### src/hw/sgc_pkg.sv
// constants shared by the switch global configuration register slice
package sgc_pkg;

    // *****************************************************************
    // bus geometry
    // *****************************************************************
    localparam int unsigned IDX_W  = 10;
    localparam int unsigned DATA_W = 32;
    localparam int unsigned SEL_W  = 4;
    localparam int unsigned BYTE_W = 8;

    // *****************************************************************
    // register indices (byte address is four times the index)
    // *****************************************************************
    localparam logic [IDX_W-1:0] IDX_MAC3 = 10'h305;
    localparam logic [IDX_W-1:0] IDX_MAC4 = 10'h306;
    localparam logic [IDX_W-1:0] IDX_MAC5 = 10'h307;
    localparam logic [IDX_W-1:0] IDX_MTU  = 10'h308;
    localparam logic [IDX_W-1:0] IDX_TPID = 10'h30a;
    localparam logic [IDX_W-1:0] IDX_CBS  = 10'h30e;
    localparam logic [IDX_W-1:0] IDX_LUC0 = 10'h310;

    // *****************************************************************
    // field layout
    // *****************************************************************
    localparam int unsigned MTU_W       = 14;
    localparam int unsigned TPID_W      = 16;
    localparam int unsigned CBS_SHP     = 1;
    localparam int unsigned CBS_POL     = 0;
    localparam int unsigned LUC_VLAN    = 7;
    localparam int unsigned LUC_DROP    = 6;
    localparam int unsigned LUC_AGE_LSB = 3;
    localparam int unsigned AGE_W       = 3;
    localparam int unsigned LUC_RSVD    = 2;
    localparam int unsigned LUC_HASH    = 0;
    localparam int unsigned HASH_SEL_W  = 2;

    // *****************************************************************
    // reset values and the jumbo mtu value
    // *****************************************************************
    localparam logic [BYTE_W-1:0]     MAC3_RST  = 8'hff;
    localparam logic [BYTE_W-1:0]     MAC4_RST  = 8'hff;
    localparam logic [BYTE_W-1:0]     MAC5_RST  = 8'hff;
    localparam logic [MTU_W-1:0]      MTU_RST   = 14'h07d0;
    localparam logic [MTU_W-1:0]      MTU_JUMBO = 14'h2328;
    localparam logic [TPID_W-1:0]     TPID_RST  = 16'h9100;
    localparam logic                  SHP_RST   = 1'b1;
    localparam logic                  POL_RST   = 1'b1;
    localparam logic                  VLAN_RST  = 1'b0;
    localparam logic                  DROP_RST  = 1'b1;
    localparam logic [AGE_W-1:0]      AGE_RST   = 3'h4;
    localparam logic                  RSVD_RST  = 1'b0;
    localparam logic [HASH_SEL_W-1:0] HASH_RST  = 2'h1;

    // *****************************************************************
    // lookup hashing
    // *****************************************************************
    localparam logic [HASH_SEL_W-1:0] HASH_DIR0 = 2'h0;
    localparam logic [HASH_SEL_W-1:0] HASH_CRC  = 2'h1;
    localparam logic [HASH_SEL_W-1:0] HASH_XOR  = 2'h2;
    localparam logic [HASH_SEL_W-1:0] HASH_DIR3 = 2'h3;
    localparam int unsigned           HASH_W    = 10;
    localparam int unsigned           ADDR_W    = 48;
    localparam int unsigned           FOLD_N    = 5;
    localparam logic [HASH_W-1:0]     HASH_POLY = 10'h233;
    localparam logic [HASH_W-1:0]     HASH_INIT = 10'h3ff;

    // *****************************************************************
    // credit accounting
    // *****************************************************************
    localparam int unsigned       CHG_W     = 15;
    localparam logic [CHG_W-1:0]  IPG_BYTES = 15'h000c;
    localparam logic [CHG_W-1:0]  PRE_BYTES = 15'h0008;

endpackage : sgc_pkg

### src/hw/sgc_regs.sv
// switch global configuration register slice with wishbone slave
`timescale 1ns/1ps
`default_nettype none

module sgc_regs (
    // clock and reset
    input  wire  logic                          clk_i,
    input  wire  logic                          rst_i,
    // wishbone slave
    input  wire  logic                          wb_cyc_i,
    input  wire  logic                          wb_stb_i,
    input  wire  logic                          wb_we_i,
    input  wire  logic [11:2]                   wb_adr_i,
    input  wire  logic [sgc_pkg::SEL_W-1:0]     wb_sel_i,
    input  wire  logic [sgc_pkg::DATA_W-1:0]    wb_dat_i,
    output logic       [sgc_pkg::DATA_W-1:0]    wb_dat_o,
    output logic                                wb_ack_o,
    // switch address: upper bytes from the neighbouring bank
    input  wire  logic [23:0]                   mac_addr_hi_i,
    output logic       [sgc_pkg::ADDR_W-1:0]    pause_src_addr_o,
    input  wire  logic                          rx_sa_valid_i,
    input  wire  logic [sgc_pkg::ADDR_W-1:0]    rx_sa_i,
    output logic                                self_addr_match_o,
    // frame length check and credit charge
    input  wire  logic                          frame_len_valid_i,
    input  wire  logic [sgc_pkg::MTU_W-1:0]     frame_len_i,
    output logic                                frame_truncate_o,
    output logic       [sgc_pkg::MTU_W-1:0]     max_frame_len_o,
    output logic       [sgc_pkg::CHG_W-1:0]     shaper_charge_o,
    output logic       [sgc_pkg::CHG_W-1:0]     police_charge_o,
    // tagging
    output logic       [sgc_pkg::TPID_W-1:0]    provider_outer_tag_o,
    // vlan handling
    output logic                                vlan_enable_o,
    input  wire  logic                          vid_check_i,
    input  wire  logic                          vid_invalid_i,
    input  wire  logic                          unknown_vid_fwd_i,
    output logic                                vid_drop_o,
    output logic                                vid_to_host_o,
    // address table
    input  wire  logic                          entry_update_i,
    output logic                                age_load_o,
    output logic       [sgc_pkg::AGE_W-1:0]     age_load_val_o,
    output logic                                rsvd_mcast_en_o,
    input  wire  logic                          lookup_req_i,
    input  wire  logic [sgc_pkg::ADDR_W-1:0]    lookup_da_i,
    output logic                                lookup_idx_valid_o,
    output logic       [sgc_pkg::HASH_W-1:0]    lookup_idx_o
);
    import sgc_pkg::*;

    // *****************************************************************
    // state
    // *****************************************************************
    typedef struct packed {
        logic                  ack;
        logic [DATA_W-1:0]     rdata;
        logic [BYTE_W-1:0]     mac3;
        logic [BYTE_W-1:0]     mac4;
        logic [BYTE_W-1:0]     mac5;
        logic [MTU_W-1:0]      mtu;
        logic [TPID_W-1:0]     tpid;
        logic                  shp_ipg;
        logic                  pol_ipg;
        logic                  vlan_en;
        logic                  drop_inv;
        logic [AGE_W-1:0]      age;
        logic                  rsvd_mc;
        logic [HASH_SEL_W-1:0] lookup_hash_select;
        logic [ADDR_W-1:0]     pause_sa;
        logic                  self_match;
        logic                  trunc;
        logic [CHG_W-1:0]      shp_chg;
        logic [CHG_W-1:0]      pol_chg;
        logic                  vid_drop;
        logic                  vid_host;
        logic                  age_load;
        logic [AGE_W-1:0]      age_val;
        logic                  idx_valid;
        logic [HASH_W-1:0]     idx;
    } sgc_state_s;

    sgc_state_s s_q;
    sgc_state_s s_d;

    // *****************************************************************
    // hash functions
    // *****************************************************************
    function automatic logic [HASH_W-1:0] crc_hash(
        input logic [ADDR_W-1:0] a
    );
        logic [HASH_W-1:0] c;
        logic              fb;
        c = HASH_INIT;
        for (int i = ADDR_W - 1; i >= 0; i--) begin
            fb = c[HASH_W-1] ^ a[i];
            c  = {c[HASH_W-2:0], 1'b0};
            if (fb) begin
                c = c ^ HASH_POLY;
            end
        end
        return c;
    endfunction : crc_hash

    function automatic logic [HASH_W-1:0] xor_hash(
        input logic [ADDR_W-1:0] a
    );
        logic [HASH_W-1:0] r;
        r = '0;
        for (int i = 0; i < FOLD_N; i++) begin
            r = r ^ HASH_W'(a >> (i * HASH_W));
        end
        return r;
    endfunction : xor_hash

    // *****************************************************************
    // bus decode
    // *****************************************************************
    logic req;
    logic wr;
    logic lo_en;
    logic hi_en;

    assign req   = wb_cyc_i & wb_stb_i & ~s_q.ack;
    assign wr    = req & wb_we_i;
    assign lo_en = wb_sel_i[0];
    assign hi_en = wb_sel_i[1];

    // *****************************************************************
    // next state
    // *****************************************************************
    always_comb begin
        s_d = s_q;

        // single-wait answer; ack drops in the cycle after it is given
        s_d.ack   = req;
        s_d.rdata = '0;

        // register writes, per byte lane
        if (wr) begin
            case (wb_adr_i)
                IDX_MAC3: begin
                    if (lo_en) begin
                        s_d.mac3 = wb_dat_i[BYTE_W-1:0];
                    end
                end
                IDX_MAC4: begin
                    if (lo_en) begin
                        s_d.mac4 = wb_dat_i[BYTE_W-1:0];
                    end
                end
                IDX_MAC5: begin
                    if (lo_en) begin
                        s_d.mac5 = wb_dat_i[BYTE_W-1:0];
                    end
                end
                IDX_MTU: begin
                    // full 14-bit range, jumbo values included
                    if (lo_en) begin
                        s_d.mtu[BYTE_W-1:0] = wb_dat_i[BYTE_W-1:0];
                    end
                    if (hi_en) begin
                        s_d.mtu[MTU_W-1:BYTE_W] =
                            wb_dat_i[MTU_W-1:BYTE_W];
                    end
                end
                IDX_TPID: begin
                    if (lo_en) begin
                        s_d.tpid[BYTE_W-1:0] = wb_dat_i[BYTE_W-1:0];
                    end
                    if (hi_en) begin
                        s_d.tpid[TPID_W-1:BYTE_W] =
                            wb_dat_i[TPID_W-1:BYTE_W];
                    end
                end
                IDX_CBS: begin
                    if (lo_en) begin
                        s_d.shp_ipg = wb_dat_i[CBS_SHP];
                        s_d.pol_ipg = wb_dat_i[CBS_POL];
                    end
                end
                IDX_LUC0: begin
                    if (lo_en) begin
                        s_d.vlan_en  = wb_dat_i[LUC_VLAN];
                        s_d.drop_inv = wb_dat_i[LUC_DROP];
                        s_d.age      =
                            wb_dat_i[LUC_AGE_LSB +: AGE_W];
                        s_d.rsvd_mc  = wb_dat_i[LUC_RSVD];
                        s_d.lookup_hash_select =
                            wb_dat_i[LUC_HASH +: HASH_SEL_W];
                    end
                end
                default: begin
                    s_d.ack = req;
                end
            endcase
        end

        // read data, reserved and unmapped bits as zero
        if (req && !wb_we_i) begin
            case (wb_adr_i)
                IDX_MAC3: s_d.rdata[BYTE_W-1:0] = s_q.mac3;
                IDX_MAC4: s_d.rdata[BYTE_W-1:0] = s_q.mac4;
                IDX_MAC5: s_d.rdata[BYTE_W-1:0] = s_q.mac5;
                IDX_MTU:  s_d.rdata[MTU_W-1:0]  = s_q.mtu;
                IDX_TPID: s_d.rdata[TPID_W-1:0] = s_q.tpid;
                IDX_CBS: begin
                    s_d.rdata[CBS_SHP] = s_q.shp_ipg;
                    s_d.rdata[CBS_POL] = s_q.pol_ipg;
                end
                IDX_LUC0: begin
                    s_d.rdata[LUC_VLAN]              = s_q.vlan_en;
                    s_d.rdata[LUC_DROP]              = s_q.drop_inv;
                    s_d.rdata[LUC_AGE_LSB +: AGE_W]  = s_q.age;
                    s_d.rdata[LUC_RSVD]              = s_q.rsvd_mc;
                    s_d.rdata[LUC_HASH +: HASH_SEL_W] =
                        s_q.lookup_hash_select;
                end
                default: s_d.rdata = '0;
            endcase
        end

        // *************************************************************
        // switch address use
        // *************************************************************
        s_d.pause_sa   = {mac_addr_hi_i, s_q.mac3, s_q.mac4,
                          s_q.mac5};
        s_d.self_match = rx_sa_valid_i &&
                         (rx_sa_i == s_q.pause_sa);

        // *************************************************************
        // length check and credit charge
        // *************************************************************
        s_d.trunc = frame_len_valid_i &&
                    (frame_len_i > s_q.mtu);
        s_d.shp_chg = CHG_W'(frame_len_i);
        s_d.pol_chg = CHG_W'(frame_len_i);
        if (s_q.shp_ipg) begin
            s_d.shp_chg = CHG_W'(frame_len_i) + IPG_BYTES +
                          PRE_BYTES;
        end
        if (s_q.pol_ipg) begin
            s_d.pol_chg = CHG_W'(frame_len_i) + IPG_BYTES +
                          PRE_BYTES;
        end

        // *************************************************************
        // vlan id handling
        // *************************************************************
        s_d.vid_drop = vid_check_i && vid_invalid_i &&
                       !unknown_vid_fwd_i && s_q.drop_inv;
        s_d.vid_host = vid_check_i && vid_invalid_i &&
                       !unknown_vid_fwd_i && !s_q.drop_inv;

        // *************************************************************
        // address table aging and indexing
        // *************************************************************
        s_d.age_load = entry_update_i;
        if (entry_update_i) begin
            s_d.age_val = s_q.age;
        end

        s_d.idx_valid = lookup_req_i;
        if (lookup_req_i) begin
            case (s_q.lookup_hash_select)
                HASH_CRC: s_d.idx = crc_hash(lookup_da_i);
                HASH_XOR: s_d.idx = xor_hash(lookup_da_i);
                HASH_DIR0,
                HASH_DIR3: s_d.idx = lookup_da_i[HASH_W-1:0];
                default: s_d.idx = lookup_da_i[HASH_W-1:0];
            endcase
        end

        // *************************************************************
        // reset
        // *************************************************************
        if (rst_i) begin
            s_d                    = '0;
            s_d.mac3               = MAC3_RST;
            s_d.mac4               = MAC4_RST;
            s_d.mac5               = MAC5_RST;
            s_d.mtu                = MTU_RST;
            s_d.tpid               = TPID_RST;
            s_d.shp_ipg            = SHP_RST;
            s_d.pol_ipg            = POL_RST;
            s_d.vlan_en            = VLAN_RST;
            s_d.drop_inv           = DROP_RST;
            s_d.age                = AGE_RST;
            s_d.age_val            = AGE_RST;
            s_d.rsvd_mc            = RSVD_RST;
            s_d.lookup_hash_select = HASH_RST;
        end
    end

    // *****************************************************************
    // state register
    // *****************************************************************
    always_ff @(posedge clk_i) begin
        s_q <= s_d;
    end

    // *****************************************************************
    // outputs
    // *****************************************************************
    assign wb_ack_o             = s_q.ack;
    assign wb_dat_o             = s_q.rdata;
    assign pause_src_addr_o     = s_q.pause_sa;
    assign self_addr_match_o    = s_q.self_match;
    assign frame_truncate_o     = s_q.trunc;
    assign max_frame_len_o      = s_q.mtu;
    assign shaper_charge_o      = s_q.shp_chg;
    assign police_charge_o      = s_q.pol_chg;
    assign provider_outer_tag_o = s_q.tpid;
    assign vlan_enable_o        = s_q.vlan_en;
    assign vid_drop_o           = s_q.vid_drop;
    assign vid_to_host_o        = s_q.vid_host;
    assign age_load_o           = s_q.age_load;
    assign age_load_val_o       = s_q.age_val;
    assign rsvd_mcast_en_o      = s_q.rsvd_mc;
    assign lookup_idx_valid_o   = s_q.idx_valid;
    assign lookup_idx_o         = s_q.idx;

endmodule : sgc_regs

`default_nettype wire

### config.mk
export PLATFORM = sky130hd
export DESIGN_NAME = sgc_regs
export DESIGN_NICKNAME = d
export VERILOG_FILES = /design/src/hw/sgc_pkg.sv /design/src/hw/sgc_regs.sv
export SDC_FILE = /design/constraint.sdc
export NUM_CORES = 1
export LEC_CHECK = 0
export BUFFER_PORTS_ARGS = -buffer_cell sky130_fd_sc_hd__buf_4
export CELL_PAD_IN_SITES_DETAIL_PLACEMENT = 1
export CELL_PAD_IN_SITES_GLOBAL_PLACEMENT = 1
export CORE_ASPECT_RATIO = 1.2
export CORE_UTILIZATION = 40
export CTS_BUF_LIST = sky130_fd_sc_hd__clkbuf_16
export CTS_CLUSTER_SIZE = 10
export DETAILED_ROUTE_END_ITERATION = 8
export HOLD_SLACK_MARGIN = 0.1
export PLACE_DENSITY_LB_ADDON = 0.05
export SYNTH_ARGS = -nofsm -noshare
export SYNTH_HDL_FRONTEND = slang
export SYNTH_SLANG_ARGS = --single-unit
### constraint.sdc
create_clock -name clk_i -period 7.5 [get_ports clk_i]
set_input_delay 0.375 -clock clk_i [delete_from_list [all_inputs] [get_ports clk_i]]
set_output_delay 0.375 -clock clk_i [all_outputs]
set_load 0.02 [all_outputs]
== After elaboration in Yosys (flattened, before gate mapping) ==
Index checks and enable logic that the tools add are counted.
Widths: inputs -> output; s select.

* Bits in latches: 0
* Bits of input ports: 192
* Output and inout bits: 162
* Memories: 0
* Word-level logic and storage cells: 324
* Register bits after elaboration: 194
* Memory bits (writable): 0
* ROM bits: 0

* $mul: 0
* $lt $le $gt $ge: 1
* Add/sub/neg operators: 2
* Equality and inequality tests: 11
* Multiplexer cells: 148
* Shifts and indexed selects: 0
* Bitwise gates (word level): 106
* Div/mod/pow operators: 0
* Reduce and logical (&&, ||, !) cells: 25

{| class="wikitable"
|+ Operators by type and width
! cell !! count
|-
| $mux 10 || 142
|-
| $not 5->5 || 47
|-
| $eq 10x10->1 const B || 7
|-
| $eq 48x48->1 || 1
|-
| $xor 1x1->1 || 47
|-
| $pmux 6 s6 || 1
|-
| $pmux 10 s3 || 1
|-
| $xor 10x10->10 || 3
|-
| $mux 14 || 2
|-
| $reduce_and 3->1 || 9
|-
| $add 14x4->15 const B || 1
|-
| $add 15x4->15 const B || 1
|-
| $gt 14x14->1 || 1
|-
| $pmux 2 s7 || 1
|-
| $pmux 6 s2 || 1
|-
| $xor 10x8->10 || 1
|-
| $reduce_or 2->1 || 4
|-
| $logic_and 1x1->1 || 7
|-
| $not 1->1 || 5
|-
| $eq 2x2->1 const B || 2
|-
| $and 1x1->1 || 3
|-
| $logic_not 1->1 || 3
|-
| $reduce_or 3->1 || 1
|-
| $eq 2x1->1 const B || 1
|-
| $logic_not 2->1 || 1
|}

== Logic depth before layout (Yosys ltp) ==
Gate-level depths: netlist (run 1).

* Depth after elaboration: 190
* Depth in mapped cells: 10
* Depth with buffers taken out: 10

== Worst setup path before layout (run 1) ==
Ideal clock, no wire load.

* Path type: input to register
* Start: in lookup_da_i[45] (netlist bit)
* End: reg s_q, in the netlist lookup_idx_o[9]
* Setup slack: 4.401 ns
* Stages: 8
* Arrival: 2.979 ns
* Buffers on the path: 0
* Data required time: 7.380 ns
* Library setup time: 0.120 ns
* Cells stage by stage: xnor2_1 -> xnor3_1 -> xnor3_2 -> xor3_2 -> xnor3_2 -> xnor3_1 -> a21oi_1 -> o21ai_1

* Longest elaborated chain between the ends: 183
* Elaborated cells between the ends (all ways): 228
* Classes of those cells: mux (137); bitwise (91)

{| class="wikitable"
|+ RTL lines
! element !! RTL line !! RTL
|-
| start: declaration || sgc_regs.sv:46 || <nowiki>input wire logic [sgc_pkg::ADDR_W-1:0] lookup_da_i,</nowiki>
|-
| $xor 1x1->1 (*) || sgc_regs.sv:96 || <nowiki>fb = c[HASH_W-1] ^ a[i];</nowiki>
|-
| $mux 10 (*) || sgc_regs.sv:98 || <nowiki>if (fb) begin</nowiki>
|-
| $mux 10 (*) || sgc_regs.sv:265 || <nowiki>case (s_q.lookup_hash_select)</nowiki>
|-
| $mux 10 (*) || sgc_regs.sv:264 || <nowiki>if (lookup_req_i) begin</nowiki>
|-
| $xor 1x1->1 || sgc_regs.sv:96 ||
|-
| $mux 10 (*) || sgc_regs.sv:98 ||
|-
| $mux 10 (*) || sgc_regs.sv:265 ||
|-
| $mux 10 (*) || sgc_regs.sv:264 ||
|-
| [167 not listed] || n/a ||
|-
| $mux 10 (*) || sgc_regs.sv:264 ||
|-
| $xor 1x1->1 || sgc_regs.sv:96 ||
|-
| $mux 10 (*) || sgc_regs.sv:98 ||
|-
| $mux 10 (*) || sgc_regs.sv:265 ||
|-
| $mux 10 (*) || sgc_regs.sv:264 ||
|-
| $xor 1x1->1 || sgc_regs.sv:96 ||
|-
| $mux 10 (*) || sgc_regs.sv:98 ||
|-
| $pmux 10 s3 (*) || sgc_regs.sv:265 ||
|-
| end signal: assignment || sgc_regs.sv:299 || <nowiki>s_q <= s_d;</nowiki>
|-
| end: declaration || sgc_regs.sv:83 || <nowiki>sgc_state_s s_q;</nowiki>
|}

Mark *: on every way between the ends. The rest lies on a longest branch, timed or not. The select of a mux whose other input is x is not followed.
A chain may end at the register's enable or synchronous reset.

== Worst setup path after layout (run 1) ==
Same ends and word-level chain as after synthesis.

==> results of run 1 <==
layout by cell type (no fill, tap or decap), types with 25 or more instances in the layout:
master and n:
xor2_1 88, a211o_1 39, xnor2_1 64, nor2b_1 85, mux2i_1 38, nor2_1 86
dfxtp_1 176, buf_4 322, nand2_1 31, a21oi_1 25
metrics by stage:
stage          area (sq um)  cells
6_report              12000   1521
5_1_grt               12000   1521
4_1_cts               12000   1521
3_5_place_dp          11500   1489
3_3_place_gp          11500   1489
2_1_floorplan          9950   1042
critical path, delay by kind of cell:
kind / cells / cell delay (ns)
XOR/XNOR: 6 / 2.65
AO/OA/AOI/OAI: 2 / 0.26
buffers and inverters: 1 / 0.13
cell families after synthesis:
group                    count (synthesis)
multiplexers                            40
flip-flops                             176
other                                    1
AND/OR/NAND/NOR                        274
adder cells (fa/ha/maj)                 17
XOR/XNOR                               184
AO/OA/AOI/OAI                          118
buffers and inverters                  217
where the power goes:
group	leakage (nW)	switching (mW)	internal (mW)
clock network	0.274	0.408	0.468
registers	1.45	0.0236	0.981
logic	3.73	0.531	0.623
total	5.44	0.963	2.07
state kept, by name, indices dropped and copies added (netlist names):
| signal | flops |
|---|---|
| age_load_val_o | 3 |
| vlan_enable_o | 1 |
| age_load_o | 1 |
| police_charge_o | 13 |
| vid_drop_o | 1 |
| s_q | 32 |
| self_addr_match_o | 1 |
| rsvd_mcast_en_o | 1 |
| frame_truncate_o | 1 |
| lookup_idx_o | 10 |
| max_frame_len_o | 14 |
| wb_dat_o | 16 |
| wb_ack_o | 1 |
| shaper_charge_o | 15 |
| lookup_idx_valid_o | 1 |
| provider_outer_tag_o | 16 |
| pause_src_addr_o | 48 |
| vid_to_host_o | 1 |
cell type report:
class                           instances  area (sq um)  area share (%)
Inverter                               22          82.6           0.687
Multi-Input combinational cell        649          5030            41.8
Timing Repair Buffer                  322          2420            20.1
Clock inverter                         15           153            1.27
Sequential cell                       176          3520            29.3
Clock buffer                           17           425            3.54
Tap cell                              320           400            3.33
synthesized netlist by cell type (9+ instances only):
cell,count,area (sq um)
nor2b_1,85,532
a22oi_1,12,90.1
and3_1,22,138
dfxtp_1,176,3520
a221oi_1,9,78.8
nor2_1,86,323
nand2_1,31,116
buf_4,154,1160
xnor2_1,64,561
inv_1,22,82.6
clkbuf_1,33,124
mux2i_1,38,380
xor2_1,88,771
nor4_1,16,100
xnor3_1,20,450
ha_1,17,213
o21ai_0,11,55.1
a21oi_1,25,125
a211o_1,39,342
routing by layer:
metal / GRT usage [%] / vias to the layer above
met3: 6.09 / 18
met1: 25.8 / 3528
li1: - / 3587
met5: 0 / -
met2: 38.9 / 247
met4: 4.47 / 0
worst paths after layout:
path                            cells after the start       startpoint                        to
worst max-delay path                                9  lookup_da_i[45]           lookup_idx_o[9]
worst min-delay path                                2     wb_dat_i[15]  provider_outer_tag_o[15]
worst max register to register                      6         wb_ack_o                  s_q[103]
worst min register to register                      2  lookup_idx_o[0]           lookup_idx_o[0]
==> results.md, run 1 <==
* Num rows at 62
* Relative slew slack at 17.1%
* Crit start category: input port
* Clock transition at path regs at 0.07 ns
* Highest metal used: met4
* Max VDD drop at roughly 0.24 mV
* Largest net degree at the start of global routing at 94
* CTS Buf Count at 17
* Crit path DAT at 3.41 ns
* CTS tree: built
* Worst skew pair latency at 0.43 ns
* Fin crit share at 41.3%
* Total gr overflow at 0
* IO Port Bufs at about 320
* CTS Buffer Depth at 2
* Post-synthesis cell count at 1027
* Worst setup EP type: flip-flop
* DP Wirelength at 21.5 mm
* Util after Layout at roughly half
* Outcome: finished clean
* Max Clock Skew at 0.0139 ns
* Drt total wl at 27.5 mm
* Chip Width at 146 microns
* Worst slew pin tran at 1.24 ns
* DRC viols at 0
* Number of DRC markers in iteration 0 at 258
* Max-slew violation count at 0
* Layout cell share with drive strength beyond 1 at between 30% and 40%
* Hold_ws at 0.147 ns
* Post-CTS Hold Buffers at 0
* # IOs at 354
* Unrepaired setup endpoints after global routing: false
* Initial antenna violation count at 0
* Setup bufs post-CTS at 0
* Antenna cells at 0
* Setup TNS Final at 0 ns
* Synth warn at 0
* Largest family of logic cells by synthesized area: XOR/XNOR gates
* Hold Path Class: input port to flip-flop
* First-pass GRT wire length at 42.6 mm
* EDFF count, synth at 0
* First-pass DRT Iterations at 4
* Primary FF master, synth: dfxtp_1
* CP max stage cell: xnor3_1
* Final ANT Viol Nets at 0
* Die Area at around 25000 sq um
* Setup CP Type: input port to flip-flop
* Post-route worst setup slack at ~4.4 ns
* Post-Syn Area at 9890 sq um
* Die Span Y at 174 microns
* Max Freq at 323 MHz
* Vias in the first global route at 7671
* Final Wtd Congestion at 0.814
* #FFs+latches synth at 176
* PnR Total Power at 3.03 mW
* Synth-to-Final Area Change at 21.6%
* Reg-to-reg slack, setup at 4.90 ns
* Htree depth at 4
* CP peak stage delay at 0.55 ns
* Max cap viols at 0
* # setup viols final at 0
* Max Fanout on Critical Path at 4
* Simple-gate share of the synthesized area at 14.6%
* Sequential share of the synthesized area at 35.6%
* Post-synthesis async set-or-reset flop share at 0%
* WL per Instance at 18.0 microns
* Final hold vios at 0
* DR WL met2 at 13.9 mm
* Routed met3 length at 1.87 mm
* Fill cells at between 2k and 3k
* Number of instances resized during post-cts repair at 0
* Synth Area in Compound Gates at 8.77%
* Adder-cell area share of the yosys netlist at 2.15%
* Total number of vias at 7380
* Xor/xnor share of the synthesized area at 20.6%
* All-Layer GR Usage at 21.8%
* CP cell instances: buf_4, xnor2_1, xnor3_1, xnor3_2, xor3_2, xnor3_2, xnor3_1, a21oi_1, o21ai_1
* Dpl ws at approximately 4.0 ns
* Root buffer cell: clkbuf_16
* Mean Syn Cell Area at 9.63 sq um
* M1 wire length at approximately 11 mm
* Initial Utilization at 41.0%
* Netlist cell types at 53
* # clock sinks at 176
* Layout Nets at 1397
* Final min period at just over 3 ns
* Core area at 24100 sq um
* Post-synthesis mux area share at 4.07%
* Power Density at 252 nW/um^2
* DR vias/cell at 4.85
* Required time worst endpoint at 7.81 ns
* Leak Pwr at 5.44 nW
Note: power is estimated with default switching activity, not from simulation.
==> run 2, diff against run 1 <==
--- a/config.mk
+++ b/config.mk
@@ -9,7 +9,7 @@
 export CELL_PAD_IN_SITES_DETAIL_PLACEMENT = 1
 export CELL_PAD_IN_SITES_GLOBAL_PLACEMENT = 1
 export CORE_ASPECT_RATIO = 1.2
-export CORE_UTILIZATION = 40
+export CORE_UTILIZATION = 34
 export CTS_BUF_LIST = sky130_fd_sc_hd__clkbuf_16
 export CTS_CLUSTER_SIZE = 10
 export DETAILED_ROUTE_END_ITERATION = 8
==> constraint.sdc (replaced) <==
create_clock -name clk_i -period 2.6 [get_ports clk_i]
set_input_delay 0.13 -clock clk_i [delete_from_list [all_inputs] [get_ports clk_i]]
set_output_delay 0.13 -clock clk_i [all_outputs]
set_load 0.02 [all_outputs]
==> run 2 against run 1 <==
Net effect:
- critical endpoint is now frame_truncate_o
- combinational power grew to 3.2 times the previous value
- largest cell class unchanged
- clock-buffer cell count stayed put
- sequential cell count stayed put
- non-clock buffer count is 120 higher
- clock skew is 0.0012 ns higher
- worst hold slack worse by 0.023 ns
==> results.md, run 2 (synthesis results as in run 1) <==
* Chip Width at 158 microns (+8.4%)
* Outcome: finished clean
* Final Instance Area at 13200 sq um (+9.7%)
* Cell repeated most along the worst path: a21o_1
* Cell count along the critical path at 10 (+1)
* Reg area at 3520 sq um (unchanged)
* Max Clock Skew at 0.0151 ns (+0.00121 ns)
* Die Area at 29800 sq um (+17%)
* FF-to-FF Start: max_frame_len_o[7]
* Antenna cells at 0 (unchanged)
* Crit path DAT at 2.65 ns (-0.76 ns)
* Crit path launch: max_frame_len_o[7]
* Initial antenna violation count at 0 (unchanged)
* Setup bufs post-CTS at 0 (unchanged)
* DRC viols at 0 (unchanged)
* Final Wtd Congestion at 0.777 (-4.5%)
* # setup viols final at 0 (unchanged)
* Reg-to-reg slack, setup at 0.26 ns (-4.64 ns)
* Reg2Reg Depth at 10 (+4)
* IO Port Bufs at 319 (unchanged)
* Root buffer cell: clkbuf_16
* Unrepaired setup endpoints after global routing: false
* Cell Int Power at 6.38 mW (+210%)
* # clock sinks at 176 (unchanged)
* Switch Pwr at 2.85 mW (+200%)
* First-pass DRT Iterations at 4 (unchanged)
* Worst skew pair latency at 0.44 ns (about the same)
* Synth-to-Final Area Change at 33.4%
* Hold_ws at 0.124 ns (-0.0229 ns)
* Clock transition at path regs at 0.07 ns (about the same)
* Hold Path Depth at 5 (+3)
* Required time worst endpoint at 2.90 ns (-4.91 ns)
* Layout cell share with drive strength beyond 1 at 31.9% (+1.4 points)
* Max reg flops at 48 (unchanged)
* PnR Total Power at 9.23 mW (+200%)
* Worst slew pin tran at 0.611 ns (-0.630 ns)
* Total gr overflow at 0 (unchanged)
* # IOs at 354 (unchanged)
* Logic pwr share at 40.4% (+2.4 points)
* Htree depth at 4 (unchanged)
* CP cell instances: inv_1, ha_1, a21o_1, a21o_1, a21o_1, a21o_1, a21o_1, a21o_1, a221oi_1, nor4b_1
* Hold wc startpoint: rx_sa_i[20]
* All-Layer GR Usage at 19.9% (-1.8 points)
* DP Wirelength at 22.7 mm (+5.6%)
* Vias in the first global route at 8133 (+6.0%)
* First-pass GRT wire length at 44.8 mm (+5.0%)
* Setup CP Type: flip-flop to flip-flop
* Sw Ratio at 30.8% (-0.87 points)
* Max cap viols at 0 (unchanged)
* Max-slew violation count at 0 (unchanged)
* Power Density at 700 nW/um^2 (+180%)
* Multi-input gate area at 5030 sq um (+0.15%)
* Num rows at 68 (+9.7%)
* Die Span Y at 189 microns (+8.4%)
* WL per Instance at 17.3 microns (-4.1%)
* Core area at 28700 sq um (+19%)
* Fill cells at 3296 (+19%)
* Number of DRC markers in iteration 0 at 220 (-15%)
* Setup TNS Final at 0 ns (unchanged)
* Max Freq at 427 MHz
* Most common cell after layout, fill and taps aside: buf_4
* Relative slew slack at 59.2% (+42 points)
* Most frequent cells in the layout: buf_4, dfxtp_1, xor2_1
* CP max stage cell: dfxtp_1
* DR vias/cell at 4.55 (-6.3%)
* WP buf/inv at 1 (unchanged)
* Fin crit share at 90.1%
* Clk pwr share at 28.0% (-0.9 points)
* Total number of vias at 7759 (+5.1%)
* Sequential share of power at 31.6% (-1.5 points)
* Drt total wl at 29.5 mm (+7.6%)
* CP delay by family, top: compound AO/OA/AOI/OAI gates
* CTS Buf Count at 17 (unchanged)
* CP peak stage delay at 0.38 ns (-0.17 ns)
* Largest net degree at the start of global routing at 59 (-37%)
* Final ANT Viol Nets at 0 (unchanged)
* Final hold vios at 0 (unchanged)
* Initial Utilization at 34.5% (-6.5 points)
* Leak Pwr at 6.00 nW (+10%)
* Final min period at 2.34 ns
* Hold Path Class: input port to flip-flop
* Layout Nets at 1517 (+8.6%)
* Crit start category: flip-flop
* CTS tree: built
* Max Fanout on Critical Path at 3 (-1)
* Worst setup EP type: flip-flop
* CTS Buffer Depth at 2 (unchanged)
* Max VDD drop at 0.506 mV (+110%)
* Placed Instance Area at 11900 sq um (+4.3%)
==> run 2: layout make-up <==
| type | instances | share of cell area [%] |
|---|---|---|
| Clock inverter | 15 | 1.20 |
| Inverter | 22 | 0.626 |
| Timing Repair Buffer | 442 | 26.4 |
| Multi-Input combinational cell | 649 | 38.2 |
| Tap cell | 385 | 3.65 |
| Clock buffer | 17 | 3.22 |
| Sequential cell | 176 | 26.7 |
==> run 2: repair_timing <==
action | CTS | global route
endpoints found under the setup margin | 0 | 0
endpoints found under the hold margin | 128 | 0
resized for setup | 0 | 0
hold buffers | 66 | 0
==> run 2: worst register-to-register path: stages (launching register included) <==
cell and delay (ns):
dfxtp_1 0.38, inv_1 0.09, ha_1 0.29, a21o_1 0.17, a21o_1 0.17, a21o_1 0.16, a21o_1 0.17, a21o_1 0.17
a21o_1 0.19, a221oi_1 0.33, nor4b_1 0.08
==> run 2: per-stage QoR <==
step,setup slack [ns],util [%],std cells
final,0.257,46.0,1706
after CTS,0.257,46.0,1706
after floorplan,0.0983,-,1042
after global placement,-0.112,41.7,1608
after detailed placement,-0.145,41.7,1608
after global routing,0.178,46.0,1706
==> run 2: power by group through the flow <==
stage | Clock, mW | Sequential [mW] | Combinational [mW]
2_1_floorplan | 0 | 2.94 | 2.64
3_3_place_gp | 0 | 2.97 | 3.64
3_5_place_dp | 0 | 2.97 | 3.66
4_1_cts | 2.67 | 2.91 | 3.77
5_1_grt | 2.81 | 2.93 | 4.01
6_report | 2.59 | 2.91 | 3.73
==> run 2: final timing paths <==
kind / end
min reg2reg: lookup_idx_o[0]
min: self_addr_match_o
max reg2reg: frame_truncate_o
max: frame_truncate_o
==> run 2: layer usage <==
metal / up-vias / GRT usage (%) / share of wire, %
li1: 3832 / - / -
met1: 3681 / 23.4 / 42
met4: 0 / 5.68 / 1.3
met2: 226 / 35.6 / 51
met3: 20 / 4.58 / 5.9
met5: - / 0 / 0
